## src/verilog/divider_pkg.sv

```systemverilog
// constants shared by the output channel divider files
package divider_pkg;
  // register indexes; byte address is four times the index
  localparam logic [9:0] idx_cycle_counts = 10'h190;
  localparam logic [9:0] idx_control = 10'h191;
  localparam logic [9:0] idx_routing = 10'h192;
  localparam logic [9:0] idx_driver = 10'h0f5;
  localparam logic [9:0] idx_status = 10'h1a0;
  localparam logic [11:0] addr_cycle_counts = {idx_cycle_counts, 2'b00};
  localparam logic [11:0] addr_control = {idx_control, 2'b00};
  localparam logic [11:0] addr_routing = {idx_routing, 2'b00};
  localparam logic [11:0] addr_driver = {idx_driver, 2'b00};
  localparam logic [11:0] addr_status = {idx_status, 2'b00};
  // reset values
  localparam logic [7:0] rst_cycle_counts = 8'h00;
  localparam logic [7:0] rst_control = 8'h80;
  localparam logic [7:0] rst_routing = 8'h00;
  localparam logic [7:0] rst_driver = 8'h0a;
  // field positions
  localparam int low_msb = 7;
  localparam int low_lsb = 4;
  localparam int high_msb = 3;
  localparam int high_lsb = 0;
  localparam int bypass_bit = 7;
  localparam int nosync_bit = 6;
  localparam int force_bit = 5;
  localparam int start_bit = 4;
  localparam int phase_msb = 3;
  localparam int phase_lsb = 0;
  localparam int direct_bit = 1;
  localparam int dcc_off_bit = 0;
  localparam int swing_msb = 3;
  localparam int swing_lsb = 2;
  localparam int power_msb = 1;
  localparam int power_lsb = 0;
  // source select codes and driver power codes
  localparam logic [1:0] src_osc = 2'b10;
  localparam logic [1:0] src_ext = 2'b00;
  localparam logic [1:0] pwr_normal = 2'b00;
  // divider run states
  typedef enum logic [0:0] {st_phase, st_run} div_state_t;
endpackage : divider_pkg

```

## src/verilog/div_core_if.sv

```systemverilog
// link between the register side and the divider counter
`timescale 1ns/1ps
`default_nettype none
interface div_core_if;
  logic [4:0] hi_len;
  logic [4:0] lo_len;
  logic start_high;
  logic [3:0] phase;
  logic hold;
  logic in_rise;
  logic out;
  logic running;
  modport ctrl (output hi_len, lo_len, start_high, phase, hold, in_rise, input out, running);
  modport core (input hi_len, lo_len, start_high, phase, hold, in_rise, output out, running);
endinterface : div_core_if
`default_nettype wire

```

## src/verilog/div_counter.sv

```systemverilog
// high/low cycle counter with phase offset
`timescale 1ns/1ps
`default_nettype none
module div_counter
  import divider_pkg::*;
(
  input wire logic pclk,
  input wire logic presetn,
  div_core_if.core dif
);
  div_state_t state_reg;
  logic [4:0] cnt_reg;
  logic [3:0] phase_reg;
  logic out_reg;
  logic [4:0] cur_len;

  // length of the phase now being counted
  assign cur_len = out_reg ? dif.hi_len : dif.lo_len;
  assign dif.out = out_reg;
  assign dif.running = (state_reg == st_run);

  // run state: wait out the phase offset, then divide
  always_ff @(posedge pclk or negedge presetn) begin
    if (!presetn) begin
      state_reg <= st_phase;
      phase_reg <= 4'h0;
    end else if (dif.hold) begin
      state_reg <= st_phase;
      phase_reg <= dif.phase;
    end else if (dif.in_rise) begin
      case (state_reg)
        st_phase: begin
          // (RL12) phase offset delay
          if (phase_reg == 4'h0) begin
            state_reg <= st_run;
          end else begin
            phase_reg <= phase_reg - 4'h1;
          end
        end
        st_run: begin
          state_reg <= st_run;
        end
        default: begin
          state_reg <= st_phase;
        end
      endcase
    end
  end

  // output level and cycle count
  always_ff @(posedge pclk or negedge presetn) begin
    if (!presetn) begin
      out_reg <= 1'b0;
      cnt_reg <= 5'h00;
    end else if (dif.hold || state_reg != st_run) begin
      // (RL6) start level chosen
      out_reg <= dif.start_high;
      cnt_reg <= 5'h00;
    end else if (dif.in_rise) begin
      // (RL1) (RL2) (RL12) count+1 cycles each level
      if (cnt_reg + 5'h01 >= cur_len) begin
        out_reg <= ~out_reg;
        cnt_reg <= 5'h00;
      end else begin
        cnt_reg <= cnt_reg + 5'h01;
      end
    end
  end
endmodule : div_counter
`default_nettype wire

```

## src/verilog/output_channel_divider.sv

```systemverilog
// output channel divider with apb registers and driver settings
//
// Chosen here: the APB register port.
`timescale 1ns/1ps
`default_nettype none
// Summary of operation
// (RL1) The output stays low for the upper nibble plus one input cycles, reset zero.
// (RL2) The output stays high for the lower nibble plus one input cycles, reset zero.
// (RL3) Bypass, set at reset, stops the divider and passes its input clock to the output.
// (RL4) With no-sync clear the divider obeys the chip sync, with it set it ignores sync.
// (RL5) The force bit holds the output high or low, only with no-sync set and bypass clear.
// (RL6) The start-level bit picks whether division begins low or high.
// (RL7) A four-bit phase offset, reset zero, sits in the control register.
// (RL8) Direct bit routes oscillator on source 10b, external clock on 00b, nothing on 01b.
// (RL9) Duty-cycle correction applies unless its disable bit is set.
// (RL10) A two-bit swing field selects 400, 600, 780 (reset) or 960 mV.
// (RL11) A two-bit power field selects normal, partial, safe partial (reset) or total power-down.
// (RL12) Period is high plus low time, and after sync the first edge waits the phase offset.
module output_channel_divider
  import divider_pkg::*;
#(
  parameter int addr_width = 12
) (
  input wire logic pclk,
  input wire logic presetn,
  input wire logic psel,
  input wire logic penable,
  input wire logic pwrite,
  input wire logic [addr_width-1:0] paddr,
  input wire logic [31:0] pwdata,
  output logic [31:0] prdata,
  output logic pready,
  output logic pslverr,
  input wire logic osc_clk_in,
  input wire logic ext_clk_in,
  input wire logic [1:0] source_select,
  input wire logic sync_in,
  output logic first_output,
  output logic second_output,
  output logic [1:0] output_swing,
  output logic [1:0] output_power,
  output logic output_enable,
  output logic divider_powered
);
  // the decode below needs the full index range, and apb carries at most 32 address bits
  if (addr_width < 12) begin : g_width_low
    $error("addr_width must be at least 12");
  end
  if (addr_width > 32) begin : g_width_high
    $error("addr_width must be at most 32");
  end

  logic [7:0] cycle_counts_reg;
  logic [7:0] control_reg;
  logic [7:0] routing_reg;
  logic [7:0] driver_reg;
  logic ready_reg;
  logic [31:0] rdata_reg;
  logic err_reg;
  logic div_in_reg;
  logic osc_reg;
  logic ext_reg;
  logic pair_reg;
  logic enable_reg;
  logic powered_reg;

  logic div_in;
  logic in_rise;
  logic bypass;
  logic nosync;
  logic force_hi;
  logic dcc_off;
  logic direct;
  logic [4:0] hi_raw;
  logic [4:0] lo_raw;
  logic [5:0] total;
  logic [4:0] hi_dcc;
  logic [4:0] lo_dcc;
  logic sel_hit;
  logic wr_go;
  logic rd_go;
  logic mapped;
  logic [7:0] rd_mux;
  logic [7:0] status;
  logic pair_next;
  logic sync_hold;
  logic force_hold;
  logic upper_zero;
  logic wr_counts;
  logic wr_control;
  logic wr_routing;
  logic wr_driver;
  logic dcc_active;
  logic power_on;
  logic [1:0] swing_field;
  logic [1:0] power_field;

  div_core_if dif ();

  div_counter u_counter (
    .pclk(pclk),
    .presetn(presetn),
    .dif(dif)
  );

  // field views of the control registers
  assign bypass = control_reg[bypass_bit];
  assign nosync = control_reg[nosync_bit];
  assign force_hi = control_reg[force_bit];
  assign dcc_off = routing_reg[dcc_off_bit];
  assign direct = routing_reg[direct_bit];
  assign hi_raw = {1'b0, cycle_counts_reg[high_msb:high_lsb]} + 5'h01;
  assign lo_raw = {1'b0, cycle_counts_reg[low_msb:low_lsb]} + 5'h01;

  // driver fields; the pair only drives in normal power
  assign swing_field = driver_reg[swing_msb:swing_lsb];
  assign power_field = driver_reg[power_msb:power_lsb];
  assign power_on = (power_field == pwr_normal);

  // the divider input is the selected source; osc for 10b, otherwise the external clock
  assign div_in = (source_select == src_osc) ? osc_clk_in : ext_clk_in;

  // input edge detect; inputs are already synchronous so one register suffices
  always_ff @(posedge pclk or negedge presetn) begin
    if (!presetn) begin
      div_in_reg <= 1'b0;
    end else begin
      div_in_reg <= div_in;
    end
  end
  // rises only when the source goes high, so a source idling low after reset gives no false edge
  assign in_rise = div_in & ~div_in_reg;

  // direct path copies; one flop each keeps both routes as late as the bypass route
  always_ff @(posedge pclk or negedge presetn) begin
    if (!presetn) begin
      osc_reg <= 1'b0;
      ext_reg <= 1'b0;
    end else begin
      osc_reg <= osc_clk_in;
      ext_reg <= ext_clk_in;
    end
  end

  // duty correction splits the period evenly; odd periods give the extra cycle to low
  assign total = {1'b0, hi_raw} + {1'b0, lo_raw};
  assign hi_dcc = total[5:1];
  assign lo_dcc = 5'(total - {1'b0, total[5:1]});

  // counter configuration
  // (RL9) correction unless disabled
  assign dif.hi_len = dcc_off ? hi_raw : hi_dcc;
  assign dif.lo_len = dcc_off ? lo_raw : lo_dcc;
  // (RL6) start level
  assign dif.start_high = control_reg[start_bit];
  // (RL7) phase offset field
  assign dif.phase = control_reg[phase_msb:phase_lsb];
  assign dif.in_rise = in_rise;
  // (RL3) (RL4) bypass stops it; sync only when obeyed
  assign sync_hold = sync_in & ~nosync;
  // (RL5) nosync parks the counter while the forced level shows
  assign force_hold = nosync & ~bypass;
  assign dif.hold = bypass | sync_hold | force_hold;

  // pair level: direct route first, then bypass, then force, then divider
  always_comb begin
    pair_next = dif.out;
    if (direct && source_select == src_osc) begin
      // (RL8) oscillator straight out
      pair_next = osc_reg;
    end else if (direct && source_select == src_ext) begin
      // (RL8) external clock straight out
      pair_next = ext_reg;
    end else if (bypass) begin
      // (RL3) input passes through
      pair_next = div_in_reg;
    end else if (nosync) begin
      // (RL5) static forced level
      pair_next = force_hi;
    end
  end

  // (RL11) only normal mode enables the driver
  always_ff @(posedge pclk or negedge presetn) begin
    if (!presetn) begin
      enable_reg <= 1'b0;
    end else begin
      enable_reg <= power_on;
    end
  end

  // (RL11) a powered-down pair rests low, so a partly powered driver sees no stray edges
  always_ff @(posedge pclk or negedge presetn) begin
    if (!presetn) begin
      pair_reg <= 1'b0;
    end else begin
      pair_reg <= power_on ? pair_next : 1'b0;
    end
  end

  // (RL3) the divider is powered whenever bypass is clear
  always_ff @(posedge pclk or negedge presetn) begin
    if (!presetn) begin
      powered_reg <= 1'b0;
    end else begin
      powered_reg <= ~bypass;
    end
  end

  // outputs straight from flops
  assign first_output = pair_reg;
  assign second_output = pair_reg;
  // (RL10) swing code to the driver
  assign output_swing = swing_field;
  // (RL11) power code to the driver
  assign output_power = power_field;
  assign output_enable = enable_reg;
  assign divider_powered = powered_reg;

  // apb handshake: one wait state, answer on the second access cycle
  assign sel_hit = psel & penable;
  assign wr_go = sel_hit & ready_reg & pwrite;
  assign rd_go = sel_hit & ~ready_reg & ~pwrite;

  // address decode
  always_comb begin
    mapped = 1'b1;
    rd_mux = 8'h00;
    if (paddr[11:0] == addr_cycle_counts) begin
      rd_mux = cycle_counts_reg;
    end else if (paddr[11:0] == addr_control) begin
      rd_mux = control_reg;
    end else if (paddr[11:0] == addr_routing) begin
      rd_mux = routing_reg;
    end else if (paddr[11:0] == addr_driver) begin
      rd_mux = driver_reg;
    end else if (paddr[11:0] == addr_status) begin
      rd_mux = status;
    end else begin
      mapped = 1'b0;
    end
    // addresses above the index range alias nothing
    if (!upper_zero) begin
      mapped = 1'b0;
      rd_mux = 8'h00;
    end
  end
  assign upper_zero = ((paddr >> 12) == '0);

  // per-register write strobes; status has none, so writes to it are dropped
  always_comb begin
    wr_counts = 1'b0;
    wr_control = 1'b0;
    wr_routing = 1'b0;
    wr_driver = 1'b0;
    if (wr_go && upper_zero) begin
      if (paddr[11:0] == addr_cycle_counts) begin
        wr_counts = 1'b1;
      end else if (paddr[11:0] == addr_control) begin
        wr_control = 1'b1;
      end else if (paddr[11:0] == addr_routing) begin
        wr_routing = 1'b1;
      end else if (paddr[11:0] == addr_driver) begin
        wr_driver = 1'b1;
      end
    end
  end

  // read-only view of the block's own state
  assign dcc_active = ~dcc_off & ~bypass;
  assign status = {4'h0, enable_reg, dif.running, dcc_active, pair_reg};

  // ready: one wait state, then a single-cycle pulse
  always_ff @(posedge pclk or negedge presetn) begin
    if (!presetn) begin
      ready_reg <= 1'b0;
    end else begin
      ready_reg <= sel_hit & ~ready_reg;
    end
  end

  // error rises with ready for an unmapped address
  always_ff @(posedge pclk or negedge presetn) begin
    if (!presetn) begin
      err_reg <= 1'b0;
    end else begin
      err_reg <= sel_hit & ~ready_reg & ~mapped;
    end
  end

  // read data loads in the wait cycle and clears once the bus goes idle
  always_ff @(posedge pclk or negedge presetn) begin
    if (!presetn) begin
      rdata_reg <= 32'h0000_0000;
    end else if (rd_go) begin
      rdata_reg <= {24'h00_0000, rd_mux};
    end else if (!sel_hit) begin
      // held through the access so the ready edge always sees it
      rdata_reg <= 32'h0000_0000;
    end
  end
  assign prdata = rdata_reg;
  assign pready = ready_reg;
  assign pslverr = err_reg;

  // divider cycle counts register
  always_ff @(posedge pclk or negedge presetn) begin
    if (!presetn) begin
      // (RL1) (RL2) counts reset to zero
      cycle_counts_reg <= rst_cycle_counts;
    end else if (wr_counts) begin
      cycle_counts_reg <= pwdata[7:0];
    end
  end

  // divider control register
  always_ff @(posedge pclk or negedge presetn) begin
    if (!presetn) begin
      // (RL3) bypass at reset
      control_reg <= rst_control;
    end else if (wr_control) begin
      control_reg <= pwdata[7:0];
    end
  end

  // routing register; unused upper bits read zero
  always_ff @(posedge pclk or negedge presetn) begin
    if (!presetn) begin
      routing_reg <= rst_routing;
    end else if (wr_routing) begin
      routing_reg <= {6'h00, pwdata[1:0]};
    end
  end

  // driver register; invert bit belongs elsewhere and reads zero
  always_ff @(posedge pclk or negedge presetn) begin
    if (!presetn) begin
      // (RL10) (RL11) swing 780 mV, safe power-down
      driver_reg <= rst_driver;
    end else if (wr_driver) begin
      driver_reg <= {4'h0, pwdata[3:0]};
    end
  end
endmodule : output_channel_divider
`default_nettype wire

```

## config.mk

```make
export PLATFORM = sky130hd
export DESIGN_NAME = output_channel_divider
export DESIGN_NICKNAME = d
export VERILOG_FILES = /design/src/verilog/divider_pkg.sv /design/src/verilog/div_core_if.sv /design/src/verilog/div_counter.sv /design/src/verilog/output_channel_divider.sv
export SDC_FILE = /design/constraint.sdc
export NUM_CORES = 1
export LEC_CHECK = 0
export ABC_AREA = 0
export BUFFER_PORTS_ARGS = -buffer_cell sky130_fd_sc_hd__buf_2
export CORE_ASPECT_RATIO = 0.9
export CORE_MARGIN = 2
export CORE_UTILIZATION = 40
export CTS_BUF_LIST = sky130_fd_sc_hd__clkbuf_4 sky130_fd_sc_hd__clkbuf_8
export CTS_CLUSTER_SIZE = 14
export DETAILED_ROUTE_END_ITERATION = 7
export HOLD_SLACK_MARGIN = 0.02
export PLACE_DENSITY_LB_ADDON = 0.25
export SYNTH_ARGS = -nofsm -noshare
export SYNTH_HDL_FRONTEND = slang
export SYNTH_SLANG_ARGS = --single-unit
```

## constraint.sdc

```tcl
create_clock -name pclk -period 10.82 [get_ports pclk]
set_clock_uncertainty 0.2 [all_clocks]
set_input_delay 1.082 -clock pclk [delete_from_list [all_inputs] [get_ports pclk]]
set_output_delay 1.082 -clock pclk [all_outputs]
set_load 0.01 [all_outputs]
```

# Word level (Yosys, flattened, before mapping)

Cells that the tools add are included.

Flip-flop bits (word level): 73
Word-level logic and storage cells: 114
Output and inout port bits: 42

Bitwise gates (word level): 21
$lt $le $gt $ge: 1
Add/subtract/negate cells: 6
Reductions and logical operators: 11
Eq/ne operators: 9
Multiplexer cells: 49

Operators by type and width:

| kind                 | count |
|---|---|
| $mux 32              | 2 |
| $eq 12x11->1 const B | 4 |
| $mux 1               | 31 |
| $mux 5               | 6 |
| $mux 4               | 7 |
| $mux 8               | 2 |
| $eq 12x10->1 const B | 1 |
| $add 4x1->5 const B  | 2 |
| $and 1x1->1          | 10 |
| $not 1->1            | 9 |
| $add 5x5->6          | 1 |
| $ne 2x1->1 const B   | 3 |
| $reduce_bool 2->1    | 3 |
| $add 5x1->5 const B  | 1 |
| $ge 5x5->1           | 1 |
| $sub 5x5->5          | 1 |
| $logic_not 2->1      | 2 |
| $logic_not 4->1      | 1 |
| $sub 4x1->4 const B  | 1 |
| $reduce_and 3->1     | 1 |
| $eq 2x2->1 const B   | 1 |
| $logic_and 1x1->1    | 2 |
| $or 1x1->1           | 2 |
| $pmux 1 s2           | 1 |
| 2 further kinds      | 2 |

# Longest topological paths before layout

Gate-level depths: netlist of the first run.

Depth in word-level cells: 9
Gate-level depth with buffers: 17

# Cells and area by module

From an unflattened synthesis of the first run, not the netlist that was laid out.

Cell total of the unflattened synthesis: 332
Area, all modules: 3299.4 sq um

Modules (own cells, without submodules):

| module                 | cells an instance | area an instance (sq um) | times used |
|---|---|---|---|
| output_channel_divider | 245               | 2461.1                   | 1 |
| div_counter            | 87                | 838.3                    | 1 |

# Worst setup path before layout of the first run

No wires, ideal clock.

Kind: register -> register
Start: register cycle_counts_reg[0]
End: register u_counter.cnt_reg[1]
Setup slack: 6785 ps
Period minus slack after synthesis: 4035 ps
Stages on the path, launching flop included: 15
Arrival time: 3770 ps
Path buffers: 0
Path through: dfrtp_1 ha_1 fa_1 ha_1 inv_1 fa_1 mux4_2 inv_1 ha_1 a21o_1 a21o_1 a21o_1 a211o_1 nor2_1 a22o_1

Longest elaborated chain between the ends: 9
Elaborated cells on any way between the ends: 10
Classes of those cells: add/sub: 3; order compare: 1; mux: 6

RTL lines:

| item                     | line                          | RTL |
|---|---|---|
| start: declaration       | output_channel_divider.sv:53  | `logic [7:0] cycle_counts_reg;` |
| start signal: assignment | output_channel_divider.sv:310 | `cycle_counts_reg <= rst_cycle_counts;` |
| start signal: assignment | output_channel_divider.sv:312 | `cycle_counts_reg <= pwdata[7:0];` |
| $add 4x1->5 (*)          | output_channel_divider.sv:112 | `assign hi_raw = {1'b0, cycle_counts_reg[high_msb:high_lsb]} + 5'h01;` |
| $add 5x5->6              | output_channel_divider.sv:146 | `assign total = {1'b0, hi_raw} + {1'b0, lo_raw};` |
| $sub 5x5->5              | output_channel_divider.sv:148 | `assign lo_dcc = 5'(total - {1'b0, total[5:1]});` |
| $mux 5                   | output_channel_divider.sv:153 | `assign dif.lo_len = dcc_off ? lo_raw : lo_dcc;` |
| $mux 5 (*)               | div_counter.sv:18             | `assign cur_len = out_reg ? dif.hi_len : dif.lo_len;` |
| $ge 5x5->1 (*)           | div_counter.sv:61             | `if (cnt_reg + 5'h01 >= cur_len) begin` |
| $mux 5 (*)               | div_counter.sv:61             |  |
| $mux 5 (*)               | div_counter.sv:59             | `end else if (dif.in_rise) begin` |
| $mux 5 (*)               | div_counter.sv:55             | `end else if (dif.hold \|\| state_reg != st_run) begin` |
| end signal: assignment   | div_counter.sv:65             | `cnt_reg <= cnt_reg + 5'h01;` |
| end: declaration         | div_counter.sv:12             | `logic [4:0] cnt_reg;` |

Every way passes the cells marked *; elsewhere a longest branch is shown, timed or not. The select of a mux whose other input is x is not followed.
A chain may end at the register's enable or synchronous reset.

# Final worst setup path of the first run

Start: register cycle_counts_reg[1]
End: register u_counter.cnt_reg[1]

Same word-level chain as after synthesis.

==> flow_summary_export.csv, run 1 <==
group,metric,value,unit
run_status,status,"finished, final reports clean",
logic_synthesis,syn_area_per_cell,10.2,sq um
routing,routed_wl,6930,um
critical_path,crit_end,"u_counter.cnt_reg[1]",
floorplan,fp.dieArea,8600,sq um
floorplan,rows,30,
clock_tree,cts_tree,"built",
clock_tree,cts_buffer_depth,2,
timing,worst_slack,6.46,ns
critical_path,slowest_delay,0.49,ns
clock_tree,root_buffer,"clkbuf_8",
timing,fmax,0.230,GHz
critical_path,rr_worst_depth,14,
global_routing,grt_max_degree,50,
floorplan,start_util,0.416,
hold_path,hold_path_depth,2,
timing,post-route-period-util,0.403,
clock_tree,clkTransAtPathRegs,0.10,ns
pwr,p_per_area,98.0,nW/um^2
routing,drt-initial-drc-count,136,
final_layout,antenna_cells,0,
critical_path,path_cells,"ha_1 > fa_1 > xor2_1 > inv_1 > fa_1 > mux4_2 > inv_1 > ha_1 > a21o_1 > a21o_1 > a21o_1 > a211o_1 > nor2_1 > a22o_1",
timing,fin_crit,4.36,ns
global_routing,grt_pass1_vias,2218,
place,finalWeightedCongestion,0.861,
global_routing,grt_first_pass_wirelength,11400,um
clock_tree,cts_num_sinks,49,
place,dp_slack,6.46,ns
critical_path,path_common_cell,"a21o_1",
final_layout,syn2layout_area_growth,11.1,%
critical_path,crit_slowest_cell,"fa_1",
timing,slew_headroom,0.451,
logic_synthesis,yosysWarnings,0,
final_layout,finalNetCount,430,
critical_path,r2r_end,"u_counter.cnt_reg[1]",
logic_synthesis,synthArstFlopShare,1.00,
final_layout,drive_gt1_frac,0.244,
logic_synthesis,synth_seq_area_share,0.390,
global_routing,antenna_found_initial,0,
critical_path,cp-startpoint,"cycle_counts_reg[1]",
critical_path,r2r_slack,6.46,ns
routing,drc_errors,0,
critical_path,path_max_fanout,5,
critical_path,worstSetupPathType,"reg2reg",
place,place.port_buffers,47,
routing,wl_per_cell,15.3,um
critical_path,arrival,4.40,ns
clock_tree,cts-buffers-inserted,5,
pwr,power.leakage,0.00174,uW
timing,slew_violations,0,
clock_tree,cts-resized-gates,0,
timing,worstMarginPinSlew,0.820,ns
routing,routed_via_density,5.21,
logic_synthesis,ys_types,58,
job,cap_violations,0,
routing,ant_nets,0,
critical_path,cp-end-kind,"flip-flop",
critical_path,required,10.87,ns
global_routing,overflow,0,
critical_path,r2r-start,"cycle_counts_reg[1]",
pwr,power.total,343,uW
routing,first_pass_iters,4,
hold_path,hp-class,"reg2reg",
routing,vias,2361,
timing,setup_violations,0,
global_routing,grt_usage,0.165,
timing,grt_setup_unrepaired,"false",
logic_synthesis,syn_area,3150,sq um
floorplan,die_w,97.6,um
timing,setup_tns,0,ns
logic_synthesis,synth_ff_type,"dfrtp_1",
logic_synthesis,syn-instance-count,308,
timing,final-hold-violation-count,0,
logic_synthesis,ys_ff_latch,49,
floorplan,io_pins,96,
clock_tree,clk_latency,0.30,ns
clock_tree,cts_hold_buf,0,
place,dp_hpwl,5370,um
clock_tree,htree_levels,2,
pwr,irDropWorstVdd,0.0000820,V
floorplan,core-area,7580,sq um
critical_path,start_kind,"flip-flop",
clock_tree,post_cts_buffers,0,
logic_synthesis,synth_edf_count,0,
floorplan,die_y,88.2,um
-- report_power, final --
part	leakage [uW]	internal (uW)	switching, uW
logic	0.00104	7.86	16.4
clock network	0.0000588	72.0	61.4
registers	0.000642	184	1.00
total	0.00174	264	78.7
-- metal layers --
layer / up-vias / wire length, um / part of all wire / GRT usage
met5: - / 0 / 0 / 0
met4: 0 / 23 / 0.0033 / 0.0303
met3: 2 / 418 / 0.060 / 0.0279
met2: 65 / 3120 / 0.45 / 0.260
met1: 1134 / 3370 / 0.49 / 0.244
li1: 1160 / - / - / -
-- synthesized netlist by cell type (6+ instances only) --
cell / instances / area (sq um)
buf_4: 25 / 188
inv_1: 17 / 63.8
o21ai_0: 15 / 75.1
nand3_1: 8 / 40.0
dfrtp_1: 46 / 1150
nand2_1: 22 / 82.6
ha_1: 18 / 225
xnor2_1: 8 / 70.1
nor2_1: 17 / 63.8
mux2_2: 16 / 180
a21o_1: 6 / 45.0
a21oi_1: 14 / 70.1
xor2_1: 7 / 61.3
-- cell usage in the layout (no fill, tap or decap), types with 3 or more instances in the layout --
cell type,Yosys,final
buf_2,0,47
dfrtp_1,46,46
nand3_1,8,8
a22o_1,5,5
conb_1,1,24
nor3_2,3,3
mux2i_1,3,3
and3_1,5,5
a21o_1,6,6
nand2b_1,5,5
inv_1,17,17
nor2_1,17,17
clkbuf_8,0,5
nor3b_1,3,3
dfstp_2,3,3
nand2_1,22,22
xor2_1,7,7
a22oi_1,4,4
xnor2_1,8,8
nor3_1,3,3
ha_1,18,18
o31ai_1,4,4
o21ai_0,15,15
a21oi_1,14,14
mux2_2,16,16
mux2_4,4,4
-- how the worst min path moves through the flow --
| stage | startpoint | endpoint | slack [ns] |
|---|---|---|---|
| finish | prdata[2] | prdata[2] | 0.29 |
| CTS | prdata[2] | prdata[2] | 0.29 |
| floorplan | control_reg[7] | divider_powered | 0.27 |
| global route | prdata[2] | prdata[2] | 0.31 |
| detailed placement | prdata[2] | prdata[2] | 0.27 |
| global placement | prdata[4] | prdata[4] | 0.27 |
-- cells by family (layout without fill, tap and decap cells) --
group / count (synthesis) / after routing / synth area share
other: 1 / 24 / 0.00119
AO/OA/AOI/OAI: 66 / 66 / 0.143
buffers and inverters: 48 / 74 / 0.0894
flip-flops: 49 / 49 / 0.390
AND/OR/NAND/NOR: 83 / 83 / 0.142
XOR/XNOR: 16 / 16 / 0.0492
adder cells (fa/ha/maj): 20 / 20 / 0.0842
multiplexers: 25 / 25 / 0.100
-- worst max-delay path: cells and delay by family, from the launching register on --
kind                     cells  cell delay [ns]
AO/OA/AOI/OAI                5             1.01
XOR/XNOR                     1             0.27
adder cells (fa/ha/maj)      4             1.56
buffers and inverters        2             0.18
flip-flops                   1             0.43
multiplexers                 1             0.46
AND/OR/NAND/NOR              1             0.20
-- area by class of cell --
type / count / area, sq um
Inverter: 18 / 67.6
Timing Repair Buffer: 48 / 243
Sequential cell: 49 / 1230
Fill cell: 733 / 4080
Clock buffer: 6 / 76.3
Clock inverter: 2 / 38.8
Tap cell: 96 / 120
Multi-Input combinational cell: 234 / 1730
-- through the flow --
step           instances  hold slack (ns)  cell area (sq um)   util
3_3_place_gp         445            0.269               3390  0.447
4_1_cts              453            0.294               3500  0.462
6_report             453            0.286               3500  0.462
5_1_grt              453            0.312               3500  0.462
2_1_floorplan        331            0.273               3240      -
3_5_place_dp         445            0.272               3390  0.447
No activity file was read; power rests on OpenSTA's default activity.
==> inputs of run 2 (changes only) <==
Clock period 10.82 ns to 4.2 ns, I/O delays scaled along.
==> flow_summary_export.csv, run 2 (synthesis results as in run 1) <==
group,metric,value,unit
run_status,status,"finished, final reports clean",
timing,slew_headroom,0.467,
pwr,irDropWorstVdd,0.000161,V
routing,routed_via_density,5.24,
pwr,power.total,835,uW
routing,met1Wirelength,3430,um
timing,timing.hold.ws,0.0114,ns
timing,worst_slack,0.127,ns
routing,maxUsedRoutingLayer,"met4",
routing,wl_met2,3370,um
pwr,p_per_area,222,nW/um^2
final_layout,syn2layout_area_growth,19.1,%
clock_tree,root_buffer,"clkbuf_8",
timing,fin_crit,4.07,ns
critical_path,arrival,4.11,ns
timing,slew_violations,0,
final_layout,drive_gt1_frac,0.332,
floorplan,start_util,0.416,
critical_path,r2r_slack,0.13,ns
floorplan,die_y,88.2,um
routing,wl_met3,421,um
global_routing,grt_pass1_vias,2289,
clock_tree,cts_tree,"built",
routing,vias,2457,
place,place.port_buffers,47,
clock_tree,cts_hold_buf,0,
final_layout,antenna_cells,0,
critical_path,path_max_fanout,5,
routing,ant_nets,0,
routing,drt-initial-drc-count,130,
routing,routed_wl,7260,um
critical_path,start_kind,"flip-flop",
pwr,power.leakage,0.00181,uW
clock_tree,clkTransAtPathRegs,0.09,ns
clock_tree,cts-buffers-inserted,5,
clock_tree,cts_buffer_depth,2,
timing,fmax,0.245,GHz
timing,final-hold-violation-count,0,
clock_tree,htree_levels,2,
place,dp.cells,457,
final_layout,final_cell_mix,"buf_2 (47), dfrtp_1 (44), conb_1 (24), nand2_1 (22), buf_4 (17)",
place,finalWeightedCongestion,0.848,
place,dp_slack,-0.109,ns
global_routing,antenna_found_initial,0,
critical_path,cp-end-kind,"flip-flop",
floorplan,io_pins,96,
global_routing,grt_max_degree,50,
timing,post-route-period-util,0.970,
floorplan,rows,30,
job,cap_violations,0,
floorplan,core-area,7580,sq um
routing,first_pass_iters,4,
routing,drc_errors,0,
routing,wl_per_cell,15.5,um
global_routing,overflow,0,
timing,worstMarginPinSlew,0.796,ns
critical_path,worstSetupPathType,"reg2reg",
floorplan,fp.dieArea,8600,sq um
final_layout,final_common_cell,"buf_2",
global_routing,grt_usage,0.171,
final_layout,fillCellCount,717,
timing,setup_violations,0,
place,dp_hpwl,5590,um
hold_path,hp-class,"in2async",
clock_tree,cts_num_sinks,49,
global_routing,grt_first_pass_wirelength,11600,um
final_layout,finalNetCount,446,
floorplan,die_w,97.6,um
final_layout,stdcell_count,469,
critical_path,required,4.24,ns
clock_tree,clk_latency,0.29,ns
## run 2: cell types whose count changed in the layout (fill, tap and decap cells not counted), moves of 3 or more
cell | before | now
buf_4 | 1 | 17
ha_1 | 18 | 13
xor2_1 | 7 | 4
ha_4 | 0 | 4
## run 2: final timing paths
path | startpoint | to | depth (start not counted)
hold / removal | presetn | u_counter.cnt_reg[0] | 2
setup reg to reg | cycle_counts_reg[0] | u_counter.cnt_reg[2] | 19
max in group asynchronous | presetn | cycle_counts_reg[2] | 2
min in group pclk | osc_clk_in | osc_reg | 1
hold reg to reg | prdata[4] | prdata[4] | 2
setup / recovery | cycle_counts_reg[0] | u_counter.cnt_reg[2] | 19
## run 2: cell type report
type                            instances  area, sq um  area share
Multi-Input combinational cell        234         1870       0.499
Sequential cell                        49         1230       0.328
Timing Repair Buffer                   64          363      0.0967
Tap cell                               96          120      0.0320
Clock buffer                            6         82.6      0.0220
Inverter                               18         67.6      0.0180
Clock inverter                          2         13.8     0.00367
## run 2: what timing repair did
action / 4_1_cts / 5_1_grt
pin swaps: 1 / 10
resized for setup: 2 / 24
setup buffers: 1 / 3
setup endpoints to repair: 5 / 6
## run 2: routing by layer
metal | track usage | vias up
li1 | - | 1184
met1 | 0.248 | 1202
met2 | 0.278 | 69
met3 | 0.0279 | 2
met4 | 0.0265 | 0
met5 | 0 | -
## run 2: worst max-delay path, cell delays in order (launching register included)
cell,delay (ns)
dfrtp_1,0.38
buf_4,0.14
ha_4,0.17
xor2_4,0.17
ha_4,0.24
buf_4,0.14
nand3_1,0.10
nand2_1,0.13
xnor2_2,0.18
ha_1,0.34
a21oi_1,0.17
o41a_1,0.18
xor2_1,0.07
o211ai_1,0.15
o21ai_0,0.12
ha_1,0.28
a21o_1,0.19
a211o_4,0.36
a211oi_2,0.20
a21o_1,0.10
## run 2: per-stage QoR
step                      cell area [sq um]  TNS, ns   util
after floorplan                        3240        0      -
after global routing                   3750  -0.0300  0.495
final                                  3750        0  0.495
after detailed placement               3480   -0.343  0.458
after global placement                 3480   -0.157  0.458
after CTS                              3590        0  0.473
## run 2: where the power goes
part | internal, uW | switching (uW) | leakage [uW]
sequential | 475 | 2.56 | 0.000640
clock | 134 | 160 | 0.0000512
combinational | 20.5 | 42.5 | 0.00112
